===== src/shared/snfe_defines.vh =====
// Operation
// - Inputs sampled on rising serial clock edges
// - Outputs change only after falling clock edges
// - Deselected device floats all four data pins
// - First select fall needed before commands
// - Dual commands use io0/io1, two bits
// - Quad commands use io0-io3; quad_enable first
// - Guard plus low protect pin locks protection
// - quad_enable disables write-protect pin function
// - Pause starts at pause_n fall, clock low
// - Pause ends at pause_n rise, clock low
// - Paused: output floats, input and clock ignored
// - Pause only without quad_enable
// - Get features; address C0h wraps status
// - Column bytes: four dummy, bits 11-8
// - BBh: dual address, dummy byte, dual data
// - EBh: quad address, dummy byte, quad data
// - 72h: quad address, data without dummy
// - 9Fh 00 returns maker then part code
// - Array commands take 24-bit address
// - 06h sets write_latch, 04h clears it
// - quad_enable is B0h bit 0
`ifndef SNFE_DEFINES_VH
`define SNFE_DEFINES_VH
`define SNFE_OP_WREN   8'h06
`define SNFE_OP_WRDI   8'h04
`define SNFE_OP_GETF   8'h0F
`define SNFE_OP_SETF   8'h1F
`define SNFE_OP_PRD    8'h13
`define SNFE_OP_RC1    8'h03
`define SNFE_OP_RC1F   8'h0B
`define SNFE_OP_RC2    8'h3B
`define SNFE_OP_RC4    8'h6B
`define SNFE_OP_RCD    8'hBB
`define SNFE_OP_RCQ    8'hEB
`define SNFE_OP_RDID   8'h9F
`define SNFE_OP_PL     8'h02
`define SNFE_OP_PL4    8'h32
`define SNFE_OP_PLR    8'h84
`define SNFE_OP_PLR4A  8'hC4
`define SNFE_OP_PLR4B  8'h34
`define SNFE_OP_PLRQ   8'h72
`define SNFE_OP_PE     8'h10
`define SNFE_OP_BE     8'hD8
`define SNFE_OP_RST    8'hFF
`define SNFE_FA_LOCK   8'hA0
`define SNFE_FA_FEAT   8'hB0
`define SNFE_FA_STAT   8'hC0
`define SNFE_FA_DRV    8'hD0
`define SNFE_QE_BIT    0
`define SNFE_LOCK_WMASK 8'h3E
`define SNFE_GUARD_BIT 7
`define SNFE_LOCK_RST  8'h00
`define SNFE_FEAT_RST  8'h00
`define SNFE_DRV_RST   8'h00
`define SNFE_FEAT_WMASK 8'h53
`define SNFE_DRV_WMASK 8'h60
`define SNFE_MAKER_ID  8'h5A
`define SNFE_PART_ID   8'hA5
`define SNFE_DUM_CLK1  4'h8
`define SNFE_DUM_CLK2  4'h4
`define SNFE_DUM_CLK4  4'h2
`endif


===== src/rtl/snfe_front_end.v =====
`timescale 1ns/10ps
`default_nettype none
`include "snfe_defines.vh"
module snfe_front_end (
  input  wire        mclk_i,          // System clock, 125 MHz
  input  wire        sys_rst_i,       // Synchronous reset, active high
  input  wire        sclk_i,          // Serial clock pin
  input  wire        cs_n_i,          // Chip select, active low
  input  wire [3:0]  io_i,            // io3..io0 pin levels
  output reg  [3:0]  io_o,            // io3..io0 drive values
  output reg  [3:0]  io_oe_o,         // io3..io0 drive enables
  input  wire [7:0]  status_i,        // Status byte from core (write_latch slot ignored)
  input  wire [7:0]  cache_data_i,    // Cache byte at cache_col_o
  output reg  [11:0] cache_col_o,     // Current cache column
  output reg  [7:0]  opcode_o,        // Last opcode taken
  output reg  [15:0] row_addr_o,      // Block and page address
  output reg         array_cmd_o,     // Pulse: array command framed
  output reg  [7:0]  load_data_o,     // Program load byte
  output reg         load_strobe_o,   // Pulse: load byte valid
  output reg         write_latch_o,   // Write enable latch
  output wire        quad_enable_o,   // Quad enable feature bit
  output wire        paused_o,        // Pause active
  output reg         reject_o         // Pulse: quad command refused
);
  // ==========================================
  // Pin synchronisation
  wire [5:0] syn;
  snfe_sync #(.W(6)) u_sync (
    .mclk_i (mclk_i),
    .d_i    ({sclk_i, cs_n_i, io_i}),
    .q_o    (syn)
  );
  wire sck   = syn[5];
  wire csn   = syn[4];
  wire [3:0] pin = syn[3:0];

  reg       sck_d_reg;
  reg       csn_d_reg;
  reg       armed_reg;
  reg       paused_reg;
  reg       pause_pend_reg;
  reg [7:0] lock_reg;
  reg [7:0] feat_reg;
  reg [7:0] drv_reg;

  wire qe      = feat_reg[`SNFE_QE_BIT];
  wire hold_n  = pin[3];
  wire sel     = !csn && armed_reg;
  wire rise    = sck && !sck_d_reg && sel && !paused_reg;
  wire fall    = !sck && sck_d_reg && sel && !paused_reg;
  assign quad_enable_o = qe;
  assign paused_o      = paused_reg;

  // ==========================================
  // Select tracking and pause control
  always @(posedge mclk_i) begin
    if (sys_rst_i) begin
      sck_d_reg      <= 1'b0;
      // Select low at reset is not a fall
      csn_d_reg      <= 1'b0;
      armed_reg      <= 1'b0;
      paused_reg     <= 1'b0;
      pause_pend_reg <= 1'b0;
    end else begin
      sck_d_reg <= sck;
      csn_d_reg <= csn;
      if (!csn && csn_d_reg)
        armed_reg <= 1'b1;
      if (csn || qe) begin
        paused_reg     <= 1'b0;
        pause_pend_reg <= 1'b0;
      end else if (sel) begin
        if (!sck && !sck_d_reg)
          paused_reg <= !hold_n;
        else if (!sck && sck_d_reg)
          paused_reg <= !hold_n;
      end
    end
  end

  // ==========================================
  // Command sequencer
  localparam ST_OP    = 3'h0;
  localparam ST_ADDR  = 3'h1;
  localparam ST_DUMMY = 3'h2;
  localparam ST_OUT   = 3'h3;
  localparam ST_IN    = 3'h4;
  localparam ST_DONE  = 3'h5;

  reg [2:0]  st_reg;
  reg [7:0]  op_reg;
  reg [7:0]  sh_reg;
  reg [3:0]  bit_reg;
  reg [1:0]  nadr_reg;
  reg [1:0]  aidx_reg;
  reg [23:0] adr_reg;
  reg [1:0]  wid_reg;      // 0 single, 1 dual, 2 quad
  reg [1:0]  awid_reg;
  reg [3:0]  dum_reg;
  reg        src_id_reg;
  reg        src_feat_reg;
  reg [7:0]  out_reg;
  reg        out_first_reg;

  // Bits per clock
  function [3:0] step;
    input [1:0] w;
    begin
      step = (w == 2'd2) ? 4'd4 : (w == 2'd1) ? 4'd2 : 4'd1;
    end
  endfunction

  // Sample bus lanes into shifter, MSB first
  function [7:0] shin;
    input [7:0] s;
    input [1:0] w;
    input [3:0] p;
    begin
      case (w)
        2'd2:    shin = {s[3:0], p};
        2'd1:    shin = {s[5:0], p[1:0]};
        default: shin = {s[6:0], p[0]};
      endcase
    end
  endfunction

  wire [7:0] nsh  = shin(sh_reg, (st_reg == ST_OP) ? 2'd0 :
                         (st_reg == ST_ADDR) ? awid_reg : wid_reg, pin);
  wire [3:0] nbit = bit_reg + step((st_reg == ST_OP) ? 2'd0 :
                         (st_reg == ST_ADDR) ? awid_reg : wid_reg);
  wire       byte_done = (nbit == 4'd8);
  wire [7:0] feat_rd = (adr_reg[7:0] == `SNFE_FA_LOCK) ? lock_reg :
                       (adr_reg[7:0] == `SNFE_FA_FEAT) ? feat_reg :
                       (adr_reg[7:0] == `SNFE_FA_STAT) ? {status_i[7:2], write_latch_o, status_i[0]} :
                       (adr_reg[7:0] == `SNFE_FA_DRV)  ? drv_reg : 8'h00;
  wire [7:0] out_src = src_id_reg ? (out_first_reg ? `SNFE_MAKER_ID : `SNFE_PART_ID) :
                       src_feat_reg ? feat_rd : cache_data_i;
  // Lock guard, void under quad enable
  wire guard = lock_reg[`SNFE_GUARD_BIT] && !pin[2] && !qe;
  wire is_q  = (nsh == `SNFE_OP_RC4) || (nsh == `SNFE_OP_RCQ) || (nsh == `SNFE_OP_PL4) ||
               (nsh == `SNFE_OP_PLR4A) || (nsh == `SNFE_OP_PLR4B) || (nsh == `SNFE_OP_PLRQ);

  always @(posedge mclk_i) begin
    if (sys_rst_i) begin
      st_reg        <= ST_OP;
      op_reg        <= 8'h00;
      sh_reg        <= 8'h00;
      bit_reg       <= 4'h0;
      nadr_reg      <= 2'd0;
      aidx_reg      <= 2'd0;
      adr_reg       <= 24'h000000;
      wid_reg       <= 2'd0;
      awid_reg      <= 2'd0;
      dum_reg       <= 4'h0;
      src_id_reg    <= 1'b0;
      src_feat_reg  <= 1'b0;
      out_reg       <= 8'h00;
      out_first_reg <= 1'b0;
      io_o          <= 4'h0;
      io_oe_o       <= 4'h0;
      lock_reg      <= `SNFE_LOCK_RST;
      feat_reg      <= `SNFE_FEAT_RST;
      drv_reg       <= `SNFE_DRV_RST;
      write_latch_o <= 1'b0;
      cache_col_o   <= 12'h000;
      opcode_o      <= 8'h00;
      row_addr_o    <= 16'h0000;
      array_cmd_o   <= 1'b0;
      load_data_o   <= 8'h00;
      load_strobe_o <= 1'b0;
      reject_o      <= 1'b0;
    end else begin
      array_cmd_o   <= 1'b0;
      load_strobe_o <= 1'b0;
      reject_o      <= 1'b0;
      if (!sel) begin
        st_reg  <= ST_OP;
        bit_reg <= 4'h0;
        io_oe_o <= 4'h0;
      end else if (paused_reg) begin
        io_oe_o <= 4'h0;
      end else if (rise) begin
        if (st_reg != ST_OUT) begin                // Output phase counts on falls
          sh_reg  <= byte_done ? 8'h00 : nsh;
          bit_reg <= byte_done ? 4'h0 : nbit;
        end
        case (st_reg)
          ST_OP: if (byte_done) begin
            op_reg   <= nsh;
            opcode_o <= nsh;
            aidx_reg <= 2'd0;
            adr_reg  <= 24'h000000;
            src_id_reg   <= (nsh == `SNFE_OP_RDID);
            src_feat_reg <= (nsh == `SNFE_OP_GETF);
            wid_reg  <= 2'd0;
            awid_reg <= 2'd0;
            dum_reg  <= 4'h0;
            // Two column bytes unless the opcode says otherwise
            nadr_reg <= 2'd1;
            st_reg   <= ST_ADDR;
            if (is_q && !qe) begin
              reject_o <= 1'b1;
              st_reg   <= ST_DONE;
            end else case (nsh)
              `SNFE_OP_WREN: begin
                write_latch_o <= 1'b1;
                st_reg <= ST_DONE;
              end
              `SNFE_OP_WRDI: begin
                write_latch_o <= 1'b0;
                st_reg <= ST_DONE;
              end
              `SNFE_OP_GETF, `SNFE_OP_SETF, `SNFE_OP_RDID: nadr_reg <= 2'd0;
              `SNFE_OP_PRD, `SNFE_OP_PE, `SNFE_OP_BE: nadr_reg <= 2'd2;
              `SNFE_OP_RC1, `SNFE_OP_RC1F: dum_reg <= `SNFE_DUM_CLK1;
              `SNFE_OP_RC2: begin
                wid_reg <= 2'd1;
                dum_reg <= `SNFE_DUM_CLK1;
              end
              `SNFE_OP_RC4: begin
                wid_reg <= 2'd2;
                dum_reg <= `SNFE_DUM_CLK1;
              end
              `SNFE_OP_RCD: begin
                wid_reg  <= 2'd1;
                awid_reg <= 2'd1;
                dum_reg  <= `SNFE_DUM_CLK2;
              end
              `SNFE_OP_RCQ: begin
                wid_reg  <= 2'd2;
                awid_reg <= 2'd2;
                dum_reg  <= `SNFE_DUM_CLK4;
              end
              `SNFE_OP_PL4, `SNFE_OP_PLR4A, `SNFE_OP_PLR4B: wid_reg <= 2'd2;
              `SNFE_OP_PLRQ: begin
                wid_reg  <= 2'd2;
                awid_reg <= 2'd2;
              end
              `SNFE_OP_PL, `SNFE_OP_PLR: wid_reg <= 2'd0;
              default: st_reg <= ST_DONE;
            endcase
          end
          ST_ADDR: if (byte_done) begin
            adr_reg  <= {adr_reg[15:0], nsh};
            aidx_reg <= aidx_reg + 2'd1;
            if (aidx_reg == nadr_reg) begin
              case (op_reg)
                `SNFE_OP_PRD, `SNFE_OP_PE, `SNFE_OP_BE: begin
                  row_addr_o  <= {adr_reg[7:0], nsh};
                  array_cmd_o <= 1'b1;
                  st_reg      <= ST_DONE;
                end
                `SNFE_OP_SETF: st_reg <= ST_IN;
                `SNFE_OP_GETF, `SNFE_OP_RDID: begin
                  st_reg        <= ST_OUT;
                  out_first_reg <= 1'b1;
                end
                default: begin
                  cache_col_o <= {adr_reg[3:0], nsh};
                  if (dum_reg != 4'h0)
                    st_reg <= ST_DUMMY;
                  else if (src_feat_reg || src_id_reg)
                    st_reg <= ST_OUT;
                  else begin
                    st_reg <= ((op_reg == `SNFE_OP_PL) || (op_reg == `SNFE_OP_PLR) ||
                               (op_reg == `SNFE_OP_PL4) || (op_reg == `SNFE_OP_PLR4A) ||
                               (op_reg == `SNFE_OP_PLR4B) || (op_reg == `SNFE_OP_PLRQ))
                              ? ST_IN : ST_OUT;
                  end
                end
              endcase
            end
          end
          // Dummy clocks are counted, their bits dropped
          ST_DUMMY: begin
            bit_reg <= 4'h0;
            dum_reg <= dum_reg - 4'd1;
            if (dum_reg == 4'd1) begin
              st_reg        <= ST_OUT;
              out_first_reg <= 1'b1;
            end
          end
          ST_IN: if (byte_done) begin
            if (op_reg == `SNFE_OP_SETF) begin
              st_reg <= ST_DONE;
              case (adr_reg[7:0])
                `SNFE_FA_LOCK: lock_reg <= guard ?
                  ((lock_reg & `SNFE_LOCK_WMASK) | (nsh & ~`SNFE_LOCK_WMASK & 8'h80)) :
                  (nsh & (`SNFE_LOCK_WMASK | 8'h80));
                `SNFE_FA_FEAT: feat_reg <= nsh & `SNFE_FEAT_WMASK;
                `SNFE_FA_DRV:  drv_reg  <= nsh & `SNFE_DRV_WMASK;
                default: ;
              endcase
            end else begin
              load_data_o   <= nsh;
              load_strobe_o <= 1'b1;
              cache_col_o   <= cache_col_o + 12'h001;
            end
          end
          default: ;
        endcase
      end else if (fall) begin
        if (st_reg == ST_OUT) begin
          if (out_first_reg || bit_reg == 4'h0) begin
            out_reg <= out_src << step(wid_reg);
            bit_reg <= step(wid_reg) & 4'h7;
            out_first_reg <= 1'b0;
            case (wid_reg)
              2'd2: begin
                io_o    <= out_src[7:4];
                io_oe_o <= 4'hF;
              end
              2'd1: begin
                io_o    <= {2'b00, out_src[7:6]};
                io_oe_o <= 4'h3;
              end
              default: begin
                io_o    <= {2'b00, out_src[7], 1'b0};
                io_oe_o <= 4'h2;
              end
            endcase
          end else begin
            out_reg <= out_reg << step(wid_reg);
            bit_reg <= (bit_reg + step(wid_reg)) & 4'h7;
            // Advance on the last bits so the next byte is fetched in time
            if ((((bit_reg + step(wid_reg)) & 4'h7) == 4'h0) && !src_feat_reg && !src_id_reg)
              cache_col_o <= cache_col_o + 12'h001;
            case (wid_reg)
              2'd2:    io_o <= out_reg[7:4];
              2'd1:    io_o <= {2'b00, out_reg[7:6]};
              default: io_o <= {2'b00, out_reg[7], 1'b0};
            endcase
          end
        end else begin
          io_oe_o <= 4'h0;
        end
      end
    end
  end
endmodule // snfe_front_end
`default_nettype wire


===== src/rtl/snfe_sync.v =====
`timescale 1ns/10ps
`default_nettype none
// ==========================================
// Two-flop synchroniser, one per bit
module snfe_sync #(
  parameter W = 7
) (
  input  wire         mclk_i,   // System clock
  input  wire [W-1:0] d_i,      // Asynchronous inputs
  output wire [W-1:0] q_o       // Synchronised outputs
);
  reg [W-1:0] s1_reg;
  reg [W-1:0] s2_reg;
  genvar g;
  generate
    for (g = 0; g < W; g = g + 1) begin : g_bit
      always @(posedge mclk_i) begin
        s1_reg[g] <= d_i[g];
        s2_reg[g] <= s1_reg[g];
      end
    end
  endgenerate
  assign q_o = s2_reg;
endmodule // snfe_sync
`default_nettype wire


===== config.mk =====
export PLATFORM = sky130hd
export DESIGN_NAME = snfe_front_end
export DESIGN_NICKNAME = d
export VERILOG_FILES = /design/src/rtl/snfe_front_end.v /design/src/rtl/snfe_sync.v
export VERILOG_INCLUDE_DIRS = /design/src /design/src/shared
export SDC_FILE = /design/constraint.sdc
export NUM_CORES = 1
export LEC_CHECK = 0
export ABC_CLOCK_PERIOD_IN_PS = 4900
export BUFFER_PORTS_ARGS = -buffer_cell sky130_fd_sc_hd__buf_2
export CELL_PAD_IN_SITES_DETAIL_PLACEMENT = 0
export CELL_PAD_IN_SITES_GLOBAL_PLACEMENT = 2
export CORE_ASPECT_RATIO = 1.2
export CORE_MARGIN = 3
export CORE_UTILIZATION = 34
export CTS_CLUSTER_DIAMETER = 200
export DETAILED_ROUTE_END_ITERATION = 6
export PLACE_DENSITY_LB_ADDON = 0.1
export SYNTH_ARGS = -nofsm -noshare
export SYNTH_HDL_FRONTEND = slang
export SYNTH_SLANG_ARGS = --single-unit

===== constraint.sdc =====
create_clock -name mclk_i -period 4.9 [get_ports mclk_i]
set_clock_uncertainty 0.1 [all_clocks]
set_input_delay 1.225 -clock mclk_i [delete_from_list [all_inputs] [get_ports mclk_i]]
set_output_delay 1.225 -clock mclk_i [all_outputs]
set_load 0.02 [all_outputs]

## Yosys cells after proc, flatten, opt, wreduce, memory -nomap -nowiden

Index checks and enable logic that the tools add are counted.

- Register bits after elaboration: 131
- Latch bits: 0
- Memory bits (writable): 0
- ROM bits: 0
- Bits of input ports: 24
- Output and inout port bits: 58
- Logic and storage cells: 293
- Memories: 0

- Add/subtract/negate cells: 5
- Multipliers: 0
- Div/mod/pow operators: 0
- Order comparisons: 0
- Equal/unequal tests: 66
- Shift operators: 2
- Mux-type cells: 85
- Bitwise operators: 11
- Reductions and logical operators: 82

Operators with widths:

| operator | number |
|---|---|
| 2-to-1 mux 12 bit | 10 |
| == test 8 bit, second input constant | 14 |
| 2-to-1 mux 8 bit | 10 |
| == test 8 x 5 -> 1 bit, second input constant | 6 |
| 2-to-1 mux 4 bit | 11 |
| 2-to-1 mux 3 bit | 14 |
| == test 8 x 6 -> 1 bit, second input constant | 5 |
| AND reduction 7 bit | 5 |
| case mux 4 bit (2 select lines) | 4 |
| case mux 8 bit (2 select lines) | 2 |
| == test 8 x 2 -> 1 bit, second input constant | 3 |
| == test 8 x 4 -> 1 bit, second input constant | 3 |
| == test 8 x 7 -> 1 bit, second input constant | 3 |
| case mux 12 bit (2 select lines) | 1 |
| OR reduction 6 bit | 4 |
| 2-to-1 mux 2 bit | 9 |
| OR reduction 18 bit | 1 |
| == test 8 x 3 -> 1 bit, second input constant | 2 |
| case mux 2 bit (2 select lines) | 4 |
| nonzero test 2 bit | 8 |
| << shifter 8 x 4 -> 8 bit | 2 |
| != test 3 bit, second input constant | 5 |
| AND reduction 5 bit | 3 |
| logical AND 1 bit | 14 |
| 41 further kinds | 108 |

## Logic depth before layout (Yosys ltp)

Gate-level depths: netlist of the first run.

- Depth in word-level cells: 15
- Depth in mapped cells: 17
- Depth with buffers taken out: 14

## By module

From an unflattened synthesis of the first run, not the netlist that was laid out.

- Cells, all modules: 854
- Area total of the unflattened synthesis: 6936.7 µm²

Modules (own cells, without submodules):

| module | instances | cells an instance | area each (µm²) | sequential area each (µm²) |
|---|---|---|---|---|
| snfe_front_end | 1 | 842 | 6696.4 | 2322.2 |
| snfe_sync | 1 | 12 | 240.2 | 240.2 |

## Worst setup path after synthesis of the first run

OpenSTA, ideal clock, no wires.

- Path kind: flip-flop to flip-flop
- Start: register st_reg[1]
- End: register lock_reg[3]
- Library setup time: 0.128 ns
- Arrival time: 3.518 ns
- Required time: 4.672 ns
- Path slack: 1.155 ns
- Cell stages (with the launch flop): 16
- Path buffers: 1
- Period minus slack after synthesis: 3.745 ns
- Cell sequence: dfxtp_1 clkbuf_1 nor2_1 nand3_1 and2_1 ha_1 ha_1 inv_1 fa_1 xnor2_1 nor3b_1 o211ai_2 or4_4 a21oi_4 mux2i_1 nor2_1

- Word-level cells in the longest chain between the ends: 9
- Elaborated cells on any way between the ends: 14
- Classes of those cells: add/sub: 1; eq/ne: 5; mux: 6; reduce/logical: 2

RTL lines:

| element | RTL line | text |
|---|---|---|
| start, declared | snfe_front_end.v:90 | `reg [2:0] st_reg;` |
| start signal, assigned | snfe_front_end.v:265 | `` st_reg <= ((op_reg == `SNFE_OP_PL) \|\| (op_reg == `SNFE_OP_PLR) \|\| `` |
| == test 3 x 1 -> 1 bit | snfe_front_end.v:128, snfe_front_end.v:130 |  |
| 2-to-1 mux 2 bit | snfe_front_end.v:128, snfe_front_end.v:130 |  |
| 2-to-1 mux 2 bit | snfe_front_end.v:127, snfe_front_end.v:129 |  |
| == test 2 x 1 -> 1 bit | snfe_front_end.v:109, snfe_front_end.v:119 |  |
| 2-to-1 mux 2 bit | snfe_front_end.v:109 | `step = (w == 2'd2) ? 4'd4 : (w == 2'd1) ? 4'd2 : 4'd1;` |
| 2-to-1 mux 3 bit | snfe_front_end.v:109 |  |
| adder 4 x 3 -> 4 bit | snfe_front_end.v:129 | `wire [3:0] nbit = bit_reg + step((st_reg == ST_OP) ? 2'd0 :` |
| == test 4 bit | snfe_front_end.v:131 | `wire byte_done = (nbit == 4'd8);` |
| AND reduction 7 bit (no line) | - |  |
| end signal, assigned | snfe_front_end.v:161 | `` lock_reg <= `SNFE_LOCK_RST; `` |
| end signal, assigned | snfe_front_end.v:287 | `` `SNFE_FA_LOCK: lock_reg <= guard ? `` |
| end, declared | snfe_front_end.v:42 | `reg [7:0] lock_reg;` |

Parallel ways exist; a longest one is shown, timed or not.
A chain may end at the register's enable or synchronous reset.

## Final worst setup path of the first run

- Start: register st_reg[1]
- End: register dum_reg[3]

- Word-level cells in the longest chain between the ends: 15
- Elaborated cells on any way between the ends: 36
- Classes of those cells: add/sub: 1; eq/ne: 16; mux: 9; reduce/logical: 10

RTL lines:

| element | RTL line | text |
|---|---|---|
| parallel branches: the longest is 15 deep, another holds adder 4 x 3 -> 4 bit | - |  |
| end signal, assigned | snfe_front_end.v:215 | `` `SNFE_OP_RC1, `SNFE_OP_RC1F: dum_reg <= `SNFE_DUM_CLK1; `` |
| end signal, assigned | snfe_front_end.v:218 | `` dum_reg <= `SNFE_DUM_CLK1; `` |
| end signal, assigned | snfe_front_end.v:222 | `` dum_reg <= `SNFE_DUM_CLK1; `` |
| end, declared | snfe_front_end.v:99 | `reg [3:0] dum_reg;` |

Parallel ways; which one is timed is not known. The select of a mux whose other input is x is not followed.

==> results of run 1 <==
==> Yosys cell counts, drive strengths merged (11+ instances only) <==
library cell    n
a21oi         100
nand2          82
o21a           11
nor2          131
nand2b         11
a211oi         11
inv            28
nor4           11
nor2b          14
a22oi          13
o21ai          35
mux2i          19
dfxtp         128
ha             13
clkbuf         51
nor3           36
nand3          43
==> report_power, final <==
part           switching [mW]  total [mW]  internal (mW)
combinational          0.0377      0.0572         0.0195
sequential            0.00718        1.05           1.05
clock                   0.490        1.31          0.822
total                   0.534        2.42           1.89
==> per-stage QoR <==
step | cell area, um^2 | power (mW) | setup slack [ps] | hold slack, ps
after global placement | 7500 | 1.13 | 728 | 212
after CTS | 8100 | 2.44 | 638 | 227
after detailed placement | 7500 | 1.14 | 676 | 212
final | 8100 | 2.42 | 564 | 223
after floorplan | 6940 | 1.11 | 1150 | 210
after global routing | 8100 | 2.50 | 207 | 233
==> metal layers <==
layer  vias to the layer above  GRT usage
met5                         -          0
met4                         2     0.0756
met3                        33     0.0408
met2                       172      0.362
met1                      3287      0.270
li1                       3348          -
==> area by class of cell <==
| cell class | instances | area share |
|---|---|---|
| Inverter | 28 | 0.0130 |
| Clock buffer | 21 | 0.0569 |
| Timing Repair Buffer | 91 | 0.0600 |
| Sequential cell | 128 | 0.317 |
| Clock inverter | 10 | 0.0168 |
| Tap cell | 261 | 0.0403 |
| Multi-Input combinational cell | 687 | 0.496 |
==> worst register-to-register path, delay by kind of cell (launching register included) <==
| family | cells | cell delay [ps] |
|---|---|---|
| fa+ha+maj | 3 | 910 |
| xor+xnor | 1 | 150 |
| flops | 1 | 430 |
| simple gates | 4 | 960 |
| compound gates | 5 | 1590 |
| buf+inv | 1 | 60 |
==> worst max path at each step <==
| stage | cells past startpoint | to | startpoint | slack, ps |
|---|---|---|---|---|
| floorplan | 15 | lock_reg[3] | st_reg[1] | 1150 |
| global placement | 14 | dum_reg[3] | st_reg[1] | 730 |
| detailed placement | 14 | dum_reg[3] | st_reg[1] | 680 |
| CTS | 14 | dum_reg[3] | st_reg[1] | 640 |
| global route | 14 | dum_reg[3] | st_reg[1] | 210 |
| finish | 14 | dum_reg[3] | st_reg[1] | 560 |
==> kinds of logic (layout without fill, tap and decap cells) <==
kind of cell    after synthesis  in the layout  share of synthesized area
flops                       128            128                      0.369
compound gates              245            245                      0.228
simple gates                397            397                      0.278
fa+ha+maj                    16             16                     0.0307
xor+xnor                      7              7                    0.00884
mux                          22             22                     0.0323
buf+inv                      89            150                     0.0523
==> results.md, run 1 <==
Run status:
- The run finished with clean final reports.

GRT:
- Entering global routing, the biggest net connects 66 pins.
- Across every metal layer, demand over resource in global routing totals 0.214.
- The aggregate global routing overflow is 0.
- The initial antenna violation count came to 1.
- The via count of the first global-routing pass is 6575.
- The first global-routing pass estimated 36700 um of wire.

STA:
- At the pin with the least slew margin, the transition time is 979 ps.
- The max-slew violation count was 0.
- Based on the critical path, the design can be clocked at up to 231 MHz.
- The final count of hold timing violations is 0.
- The routed design could run at a clock period as short as 4340 ps.
- The setup TNS is 0 ps.
- Setup repair after global routing left no endpoint under its margin.
- The ratio of final minimum period to clock period is 0.885.
- The final setup violation count is 0.
- The worst pin sits at a relative slew slack of 0.345.

Min path:
- The tightest min-delay check is of the flip-flop to flip-flop type.
- The worst hold path begins at u_sync.s1_reg[1].
- The worst hold path terminates at u_sync.q_o[1].
- The number of cells traversed by the worst hold path is 0.

Placed design:
- The number of I/O port buffers is 80.
- The placer congestion estimate is 0.870.
- The number of placed instances with taps included is 1195.
- The detailed-placement wirelength estimate is 17000 um.

Yosys:
- The average instance area after synthesis is 7.67 um^2.
- The distinct cell type count after synthesis is 76.
- The net count after synthesis is 943.
- The biggest area consumer among synthesized cells is sky130_fd_sc_hd__dfxtp_1.
- The count of flip-flops with a built-in enable after synthesis is 0.
- The post-synthesis instance total is 904.
- The number of synthesized register bits is 128.
- The number of warning messages in the yosys log is 0.
- The dominant register cell in the synthesized netlist is sky130_fd_sc_hd__dfxtp_1.
- After synthesis, the cell types taking the most area are sky130_fd_sc_hd__dfxtp_1 37%, sky130_fd_sc_hd__a21oi_1 7.1%, sky130_fd_sc_hd__nor2_1 7.1%, sky130_fd_sc_hd__nand2_1 4.4%, sky130_fd_sc_hd__nand3_1 3.1%.
- For this run, asynchronously set or reset flops after synthesis account for 0.
- The sequential area share after synthesis is 0.369.
- The area share of the largest cell type after synthesis is 0.369.
- The synthesized cell area is 6940 um^2.

Cells and area:
- The non-filler instance count after layout is 1226.
- The library cell used most frequently in the layout, excluding fill and tap cells, is sky130_fd_sc_hd__nor2_1.
- The area of the multi-input gates is 4020 um^2.
- Once layout is complete, the utilization of the core stands at 0.408.
- Compared with the post-synthesis result, the final layout area differs by 16.7%.
- Counting flops per register, the top entry is row_addr_o.
- The largest registers in the layout are row_addr_o (16), cache_col_o (12).
- The library cells used most frequently in the layout, excluding fill and tap cells, are 131 x sky130_fd_sc_hd__nor2_1, 128 x sky130_fd_sc_hd__dfxtp_1, 99 x sky130_fd_sc_hd__a21oi_1, 82 x sky130_fd_sc_hd__nand2_1, 79 x sky130_fd_sc_hd__buf_2.
- The sequential cells in the finished layout cover a total of 2560 um^2.
- The number of flip-flops under the largest register name is 16.
- The layout has 2062 filler cells.
- 0 antenna diodes ended up in the layout.
- At the end of the flow, the number of nets in the layout was 992.
- Of the cells placed in the final design, the portion with a size suffix greater than 1 is 0.151.

Power and ir drop:
- Dividing total power by cell area gives a power density of 299 nW/um^2.
- The maximum ir drop on the vdd rail is 242 uV.
- The cell leakage power is 3.02 nW.

Setup path:
- Measured in cells, the most critical reg-to-reg path has a length of 14.
- The standard cell with the maximum stage delay on the critical path is sky130_fd_sc_hd__a21oi_1.
- The library cell appearing most often on the critical path is sky130_fd_sc_hd__ha_1.
- Counting both buffers and inverters, the worst setup path holds a total of 1.
- Among cell families on the critical path, the largest total delay comes from compound AO/OA/AOI/OAI gates.
- For this run, the slowest stage of the critical path takes 620 ps.
- In this run the critical register-to-register path is launched from st_reg[1].
- The data arrival time of the critical path is 4510 ps.
- The worst register-to-register path has a setup slack of 560 ps.
- The worst setup path is launched from a flip-flop.
- The required time at the endpoint of the critical path is 5070 ps.
- The element type at the critical path end is a flip-flop.
- The critical register-to-register path endpoint is dum_reg[3].
- Of all nets on the critical path, the largest fanout is 13.
- The worst setup path is of the flip-flop to flip-flop kind.
- Traced cell by cell, the critical path runs through nor2_1 -> nand3_1 -> and2_1 -> ha_1 -> ha_1 -> inv_1 -> fa_1 -> xnor2_1 -> nor3b_1 -> o21ai_1 -> a21oi_1 -> o21ai_0 -> a22oi_1 -> a211oi_1.

Route:
- The vias after detailed routing is 6842.
- The final routed DRC violation total is 0.
- The average wire per standard cell is 19.2 um.
- Detailed routing placed a total of 989 um of wire on met3.
- The iteration count of the initial detailed-routing pass is 5.
- The routed wire length is 23600 um.
- The routed via count divided by cell count is 5.58.
- In this run the remaining antenna-violating nets after routing total 0.
- The initial DRC count is 426.
- The routed metal-1 wire length is 10600 um.
- The highest metal layer carrying signal wires in the routed design is met5.
- The sum of met2 wire segment lengths after detailed routing is 11500 um.

Floorplanning:
- The number of placed I/O pins is 82.
- The width of the die is 136 um.
- In this run the vertical extent of the chip is 162 um.
- The standard-cell row count is 56.
- The area of the core is 19800 um^2.
- For this configuration, the core starts out at a cell density of 0.350.
- The floorplan step defined a die boundary enclosing 22200 um^2.

CTS:
- The clock drives 128 sinks.
- The cell sitting at the root of the clock tree is a sky130_fd_sc_hd__clkbuf_16.
- The post-CTS repair timing setup buffer count is 0.
- TritonCTS built the clock tree.
- At the later pin of the worst-skew pair, clock insertion delay measures 420 ps.
- The deepest level of the CTS H-tree is 4.
- The clock slew at the register clock pins of the worst setup and hold paths is 60 ps.
- The number of resized instances in the post-cts repair step is 0.
- The quantity of hold-fixing buffers added after cts is 0.
- The largest buffer count on any clock path is 2.
- The CTS buffer count is 17.

Flow run:
- The max capacitance violation total is 0.
(Power assumes the default switching activity.)
==> run 2, diff against run 1 <==
--- a/config.mk
+++ b/config.mk
@@ -7,7 +7,7 @@
 export NUM_CORES = 1
 export LEC_CHECK = 0
 export ABC_CLOCK_PERIOD_IN_PS = 4900
-export BUFFER_PORTS_ARGS = -buffer_cell sky130_fd_sc_hd__buf_2
+export BUFFER_PORTS_ARGS = -buffer_cell sky130_fd_sc_hd__clkbuf_2
 export CELL_PAD_IN_SITES_DETAIL_PLACEMENT = 0
 export CELL_PAD_IN_SITES_GLOBAL_PLACEMENT = 2
 export CORE_ASPECT_RATIO = 1.2
==> results.md, run 2 (synthesized netlist as in run 1, its figures left out) <==
Route:
- The post-route antenna net violation count came to 0 (unchanged).
- The routed via count divided by cell count is 5.50 (was 5.58).
- The average wire per standard cell is 18.9 um (was 19.2 um).
- The initial DRC count was 420 (was 426).
- The vias after detailed routing is 6747 (was 6842).
- The routed wire length is 23100 um (was 23600 um).
- The final routed DRC violation total is 0 (unchanged).
- The iteration count of the initial detailed-routing pass is 4 (was 5).

GRT:
- The aggregate global routing overflow is 0 (unchanged).
- The first-pass GRT wire length is 36700 um (about the same).
- The global routing usage summed across all routing layers is 0.212 (was 0.214).
- The via count of the first global-routing pass was 6570 (was 6575).
- The largest net degree at the start of global routing is 73 (was 66).
- The initial antenna violation count is 0 (was 1).

Floorplanning:
- The die outline height came to 162 um (unchanged).
- The starting utilization of the core area is 0.350 (unchanged).
- The width of the die is 136 um (unchanged).
- The area of the die is 22200 um^2 (unchanged).
- The standard-cell row count was 56 (unchanged).
- The number of placed I/O pins was 82 (unchanged).
- The area of the core was 19800 um^2 (unchanged).

Power and ir drop:
- The cell leakage power is 2.96 nW (was 3.02 nW).
- The maximum ir drop on the vdd rail was 224 uV (was 242 uV).
- The power per unit of standard cell area is 293 nW/um^2 (was 299 nW/um^2).
- The portion of total power attributed to the clock network is 0.531 (was 0.541).
- The share of total power consumed by net switching is 0.227 (was 0.220).
- The portion of total power attributed to sequential cells is 0.445 (was 0.435).
- The switching power came to 0.537 mW (was 0.534 mW).
- The portion of total power attributed to combinational logic is 0.024 (about the same).
- The internal power component is 1.83 mW (was 1.89 mW).

Setup path:
- The data arrival time of the critical path is 4480 ps (was 4510 ps).
- The sort of element at the start of the critical path is a flip-flop (unchanged).
- The element type at the critical path end is a flip-flop (unchanged).
- Critical path cell sequence: nor2_1 -> nand3_1 -> and2_1 -> ha_1 -> ha_1 -> inv_1 -> fa_1 -> xnor2_1 -> nor3b_1 -> o21ai_1 -> a21oi_1 -> o21ai_0 -> a22oi_1 -> a211oi_1 (unchanged).
- The standard cell with the maximum stage delay on the critical path is sky130_fd_sc_hd__a21oi_1 (unchanged).
- The required time at the endpoint of the critical path is 5050 ps (was 5070 ps).
- The maximum fanout along the worst path is 13 (unchanged).
- The critical setup path kind is flip-flop to flip-flop (unchanged).
- The delay of the slowest cell on the worst path is 610 ps (was 620 ps).
- The library cell appearing most often on the critical path was sky130_fd_sc_hd__ha_1 (unchanged).

CTS:
- The insertion delay of the later-clocked pin in the worst-skew pair is 410 ps (was 420 ps).
- The quantity of hold-fixing buffers added after cts is 0 (unchanged).
- The root buffer cell is sky130_fd_sc_hd__clkbuf_16 (unchanged).
- The number of resized instances in the post-cts repair step is 0 (unchanged).
- The clock slew at the register clock pins of the worst setup and hold paths is 60 ps (about the same).
- The post-CTS repair timing setup buffer count is 0 (unchanged).
- The CTS buffer count is 17 (unchanged).
- The clock tree from TritonCTS is built (unchanged).
- The number of clock sinks seen by CTS is 128 (unchanged).
- The largest buffer count on any clock path is 2 (unchanged).
- The deepest level of the CTS H-tree is 4 (unchanged).

Cells and area:
- The share of layout cells above drive strength 1 is 0.152 (was 0.151).
- The net count of the finished layout is 992 (unchanged).
- The number of flip-flops under the largest register name came to 16 (unchanged).
- The register ranked first by flip-flop count is row_addr_o (unchanged).
- Commonest non-fill, non-tap cells in the layout: 131 x sky130_fd_sc_hd__nor2_1, 128 x sky130_fd_sc_hd__dfxtp_1, 99 x sky130_fd_sc_hd__a21oi_1, 82 x sky130_fd_sc_hd__nand2_1, 79 x sky130_fd_sc_hd__clkbuf_2 (was 131 x sky130_fd_sc_hd__nor2_1, 128 x sky130_fd_sc_hd__dfxtp_1, 99 x sky130_fd_sc_hd__a21oi_1, 82 x sky130_fd_sc_hd__nand2_1, 79 x sky130_fd_sc_hd__buf_2).
- The leading cell type in the layout, fill and taps excluded is sky130_fd_sc_hd__nor2_1 (unchanged).
- The area growth from synthesis to layout is 16.5% (was 16.7%).
- The non-filler instance count after layout is 1227 (was 1226).
- The number of diodes is 0 (unchanged).
- The cell area after layout is 8080 um^2 (was 8100 um^2).
- Largest registers: row_addr_o (16), cache_col_o (12) (unchanged).

STA:
- The pin slew with the least headroom to its limit is 949 ps (was 979 ps).
- The peak clock frequency supported by timing was 231 MHz (about the same).
- The normalized max-slew margin was 0.363 (was 0.345).
- The ratio of final minimum period to clock period is 0.882 (was 0.885).
- The max-slew violation count is 0 (unchanged).
- The worst hold slack is 227 ps (was 223 ps).
- The final setup violation count was 0 (unchanged).
- The setup TNS was 0 ps (unchanged).
- The final count of hold timing violations is 0 (unchanged).
- The post-layout minimum cycle time is 4320 ps (was 4340 ps).
- Setup repair after global routing missed its margin: false (unchanged).

Placed design:
- The cell area after placement came to 7500 um^2 (unchanged).
- The detailed-placement wirelength estimate is 17000 um (about the same).
- The number of I/O port buffers came to 80 (unchanged).
- The placer congestion estimate came to 0.882 (was 0.870).
- The number of placed instances with taps included is 1195 (unchanged).

Min path:
- The kind of path behind the tightest hold check is flip-flop to flip-flop (unchanged).

Run status:
- Outcome: finished, final reports clean (unchanged).

Flow run:
- The max capacitance violation total was 0 (unchanged).
run 2: cell types whose count changed in the layout (fill, tap and decap cells not counted):
cell / delta
sky130_fd_sc_hd__clkinv_2: -1
sky130_fd_sc_hd__inv_6: +2
sky130_fd_sc_hd__bufinv_16: -1
sky130_fd_sc_hd__clkinvlp_4: +1
sky130_fd_sc_hd__buf_2: -79
sky130_fd_sc_hd__clkinv_4: +1
sky130_fd_sc_hd__clkbuf_8: -1
sky130_fd_sc_hd__clkbuf_2: +79
run 2: path summary, 6_finish.rpt:
kind                                       to        startpoint  slack (ps)  cells past startpoint
worst max-delay path               dum_reg[3]         st_reg[1]         580                     14
worst min-delay path            u_sync.q_o[2]  u_sync.s1_reg[2]         230                      0
worst max register to register     dum_reg[3]         st_reg[1]         580                     14
worst min register to register  u_sync.q_o[2]  u_sync.s1_reg[2]         230                      0
run 2: area by class of cell:
class                   instances  area, um^2
clock buffers                  20         447
clock inverters                12         135
fillers                      2088       11700
inverters                      28         105
multi-input cells             687        4020
flip-flops and latches        128        2560
well taps                     261         327
repair buffers                 91         485
run 2: metal layers:
layer / up-vias / share of wire / global-route usage
li1: 3341 / - / -
met1: 3209 / 0.45 / 0.276
met2: 162 / 0.49 / 0.359
met3: 35 / 0.034 / 0.0303
met4: 0 / 0.022 / 0.0747
met5: - / 0 / 0
run 2: worst max-delay path: cells and delay by family, from the launching register on:
family,cells,cell delay (ps)
DFF,1,430
adders and majority gates,3,900
buffers and inverters,1,60
and+or+nand+nor,4,970
AOI/OAI and AO/OA,5,1560
xor gates and xnor gates,1,150
run 2: stage by stage:
| stage | setup WS, ps | power [mW] | utilization |
|---|---|---|---|
| after global placement | 720 | 1.13 | 0.378 |
| after global routing | 252 | 2.46 | 0.407 |
| after detailed placement | 645 | 1.14 | 0.378 |
| after floorplan | 1150 | 1.11 | - |
| after CTS | 640 | 2.40 | 0.407 |
| final | 579 | 2.37 | 0.407 |
run 2: power groups by stage:
stage                     clock, mW  combinational [mW]  sequential [mW]
final                          1.26              0.0572             1.05
after global routing           1.34              0.0631             1.05
after CTS                      1.29              0.0579             1.05
after detailed placement          0              0.0578             1.08
after global placement            0              0.0572             1.08
after floorplan                   0              0.0363             1.07
==> run 3, diff against run 2 <==
==> constraint.sdc (replaced) <==
create_clock -name mclk_i -period 4.9 [get_ports mclk_i]
set_clock_uncertainty 0.1 [all_clocks]
set_input_delay 0.735 -clock mclk_i [delete_from_list [all_inputs] [get_ports mclk_i]]
set_output_delay 0.735 -clock mclk_i [all_outputs]
set_load 0.02 [all_outputs]
==> results.md, run 3 (synthesized netlist as in run 1, its figures left out) <==
Floorplanning:
- The number of placed I/O pins is 82 (unchanged).
- The standard-cell row count was 56 (unchanged).
- The starting utilization of the core area is 0.350 (unchanged).
- The die outline height is 162 um (unchanged).
- The area of the die came to 22200 um^2 (unchanged).
- The area of the core is 19800 um^2 (unchanged).
- The width of the die is 136 um (unchanged).

Route:
- The final routed DRC violation total is 0 (unchanged).
- The routed via count divided by cell count was 5.58 (was 5.50).
- The routed wire length was 23400 um (was 23100 um).
- The average wire per standard cell came to 19.1 um (was 18.9 um).
- The iteration count of the initial detailed-routing pass is 5 (was 4).
- The vias after detailed routing is 6839 (was 6747).
- The initial DRC count is 377 (was 420).
- The post-route antenna net violation count is 0 (unchanged).

Power and ir drop:
- The power per unit of standard cell area is 302 nW/um^2 (was 293 nW/um^2).
- The maximum ir drop on the vdd rail is 223 uV (was 224 uV).
- The cell leakage power is 2.97 nW (was 2.96 nW).

Cells and area:
- The number of filler cells placed in the layout came to 2050 (was 2088).
- The area of the multi-input gates is 4020 um^2 (unchanged).
- The share of layout cells above drive strength 1 is 0.151 (was 0.152).
- The net count of the finished layout is 991 (was 992).
- The area growth from synthesis to layout is 16.8% (was 16.5%).
- The number of flip-flops under the largest register name was 16 (unchanged).
- The utilization after layout is 0.409 (was 0.407).
- The register ranked first by flip-flop count is row_addr_o (unchanged).
- The leading cell type in the layout, fill and taps excluded is sky130_fd_sc_hd__nor2_1 (unchanged).
- The number of diodes is 0 (unchanged).
- Largest registers: row_addr_o (16), cache_col_o (12) (unchanged).
- Commonest non-fill, non-tap cells in the layout: 131 x sky130_fd_sc_hd__nor2_1, 128 x sky130_fd_sc_hd__dfxtp_1, 99 x sky130_fd_sc_hd__a21oi_1, 82 x sky130_fd_sc_hd__nand2_1, 79 x sky130_fd_sc_hd__clkbuf_2 (unchanged).
- The total area of sequential cells is 2560 um^2 (unchanged).

CTS:
- The root buffer cell is sky130_fd_sc_hd__clkbuf_16 (unchanged).
- The number of resized instances in the post-cts repair step is 0 (unchanged).
- The clock tree from TritonCTS is built (unchanged).
- The insertion delay of the later-clocked pin in the worst-skew pair is 410 ps (about the same).
- The quantity of hold-fixing buffers added after cts came to 0 (unchanged).
- The deepest level of the CTS H-tree was 4 (unchanged).
- The CTS buffer count is 17 (unchanged).
- The clock slew at the register clock pins of the worst setup and hold paths is 60 ps (about the same).
- The largest buffer count on any clock path was 2 (unchanged).
- The post-CTS repair timing setup buffer count is 0 (unchanged).
- The number of clock sinks seen by CTS is 128 (unchanged).

Min path:
- The number of cells traversed by the worst hold path is 0 (unchanged).
- The start point of the worst hold path is u_sync.s1_reg[0] (was u_sync.s1_reg[2]).
- The endpoint with the worst hold slack is u_sync.q_o[0] (was u_sync.q_o[2]).
- The kind of path behind the tightest hold check was flip-flop to flip-flop (unchanged).

Run status:
- Outcome: finished, final reports clean (unchanged).

Placed design:
- The placer congestion estimate came to 0.865 (was 0.882).
- The number of I/O port buffers is 80 (unchanged).
- The detailed-placement wirelength estimate is 16800 um (was 17000 um).
- The post-placement worst setup slack is 645 ps (about the same).

STA:
- The ratio of final minimum period to clock period is 0.883 (was 0.882).
- The max-slew violation count is 0 (unchanged).
- The post-layout minimum cycle time is 4330 ps (was 4320 ps).
- The peak clock frequency supported by timing is 231 MHz (about the same).
- The final setup violation count is 0 (unchanged).
- The pin slew with the least headroom to its limit is 921 ps (was 949 ps).
- The worst hold slack was 225 ps (was 227 ps).
- The setup TNS is 0 ps (unchanged).
- Setup repair after global routing missed its margin: false (unchanged).
- The worst-case setup margin in the final layout is 572 ps (was 579 ps).
- The normalized max-slew margin is 0.384 (was 0.363).
- The final count of hold timing violations is 0 (unchanged).

GRT:
- The via count of the first global-routing pass is 6526 (was 6570).
- The initial antenna violation count is 0 (unchanged).
- The aggregate global routing overflow came to 0 (unchanged).
- The largest net degree at the start of global routing is 67 (was 73).
- The first-pass GRT wire length is 36500 um (was 36700 um).
- The global routing usage summed across all routing layers is 0.212 (about the same).

Setup path:
- The critical setup path kind was flip-flop to flip-flop (unchanged).
- Critical path cell sequence: nor2_1 -> nand3_1 -> and2_1 -> ha_1 -> ha_1 -> inv_1 -> fa_1 -> xnor2_1 -> nor3b_1 -> o21ai_1 -> a21oi_1 -> o21ai_0 -> a22oi_1 -> a211oi_1 (unchanged).
- The sort of element at the start of the critical path is a flip-flop (unchanged).
- The data arrival time of the critical path is 4500 ps (was 4480 ps).
- The required time at the endpoint of the critical path is 5070 ps (was 5050 ps).
- The launching point of the worst reg2reg path is st_reg[1] (unchanged).
- The total buffers and inverters traversed by the critical path is 1 (unchanged).
- The delay of the slowest cell on the worst path is 580 ps (was 610 ps).
- The standard cell with the maximum stage delay on the critical path is sky130_fd_sc_hd__a21oi_1 (unchanged).
- The number of cells traversed by the worst register-to-register path is 14 (unchanged).
- The gate family responsible for the most delay along the worst path is compound AO/OA/AOI/OAI gates (unchanged).
- The setup slack of the worst register-to-register path is 570 ps (was 580 ps).
- The element type at the critical path end is a flip-flop (unchanged).
- The library cell appearing most often on the critical path is sky130_fd_sc_hd__ha_1 (unchanged).
- The maximum fanout along the worst path is 13 (unchanged).
- The critical register-to-register path endpoint is dum_reg[3] (unchanged).

Flow run:
- The max capacitance violation total is 0 (unchanged).
run 3: cell types whose count changed in the layout (fill, tap and decap cells not counted), sizes merged:
cell | previous run | this run
clkbuf | 99 | 100
clkinv | 4 | 2
bufinv | 2 | 3
buf | 12 | 11
run 3: final cells by class:
class                      instances  share of cell area
timing repair buffer              90              0.0590
inverter                          28              0.0130
tap                              261              0.0403
multi-input combinational        687               0.496
sequential                       128               0.316
clock inverter                    11              0.0191
clock buffer                      21              0.0568
run 3: worst max-delay path by stage:
stage / start / cells past startpoint / end / slack (ps)
after floorplan: st_reg[1] / 15 / lock_reg[3] / 1150
after global placement: st_reg[1] / 14 / dum_reg[3] / 740
after detailed placement: st_reg[1] / 14 / dum_reg[3] / 640
after CTS: st_reg[1] / 14 / dum_reg[3] / 620
after global routing: st_reg[1] / 14 / dum_reg[3] / 200
final: st_reg[1] / 14 / dum_reg[3] / 570
run 3: layer usage:
layer,global-route usage,share of wire,vias to the layer above
met5,0,0,-
met4,0.0642,0.016,0
met3,0.0392,0.039,29
met2,0.357,0.49,180
met1,0.274,0.45,3293
li1,-,-,3337
run 3: power by group:
group          switching [mW]  internal, mW  total, mW
registers             0.00727          1.05       1.05
logic                  0.0375        0.0195     0.0571
clock network           0.500         0.833       1.33
run 3: through the flow:
step	instance area [um^2]	std cells	power, mW
finish	8110	1226	2.44
global route	8110	1226	2.53
CTS	8110	1226	2.47
detailed placement	7490	1194	1.14
global placement	7490	1194	1.13
floorplan	6940	904	1.11
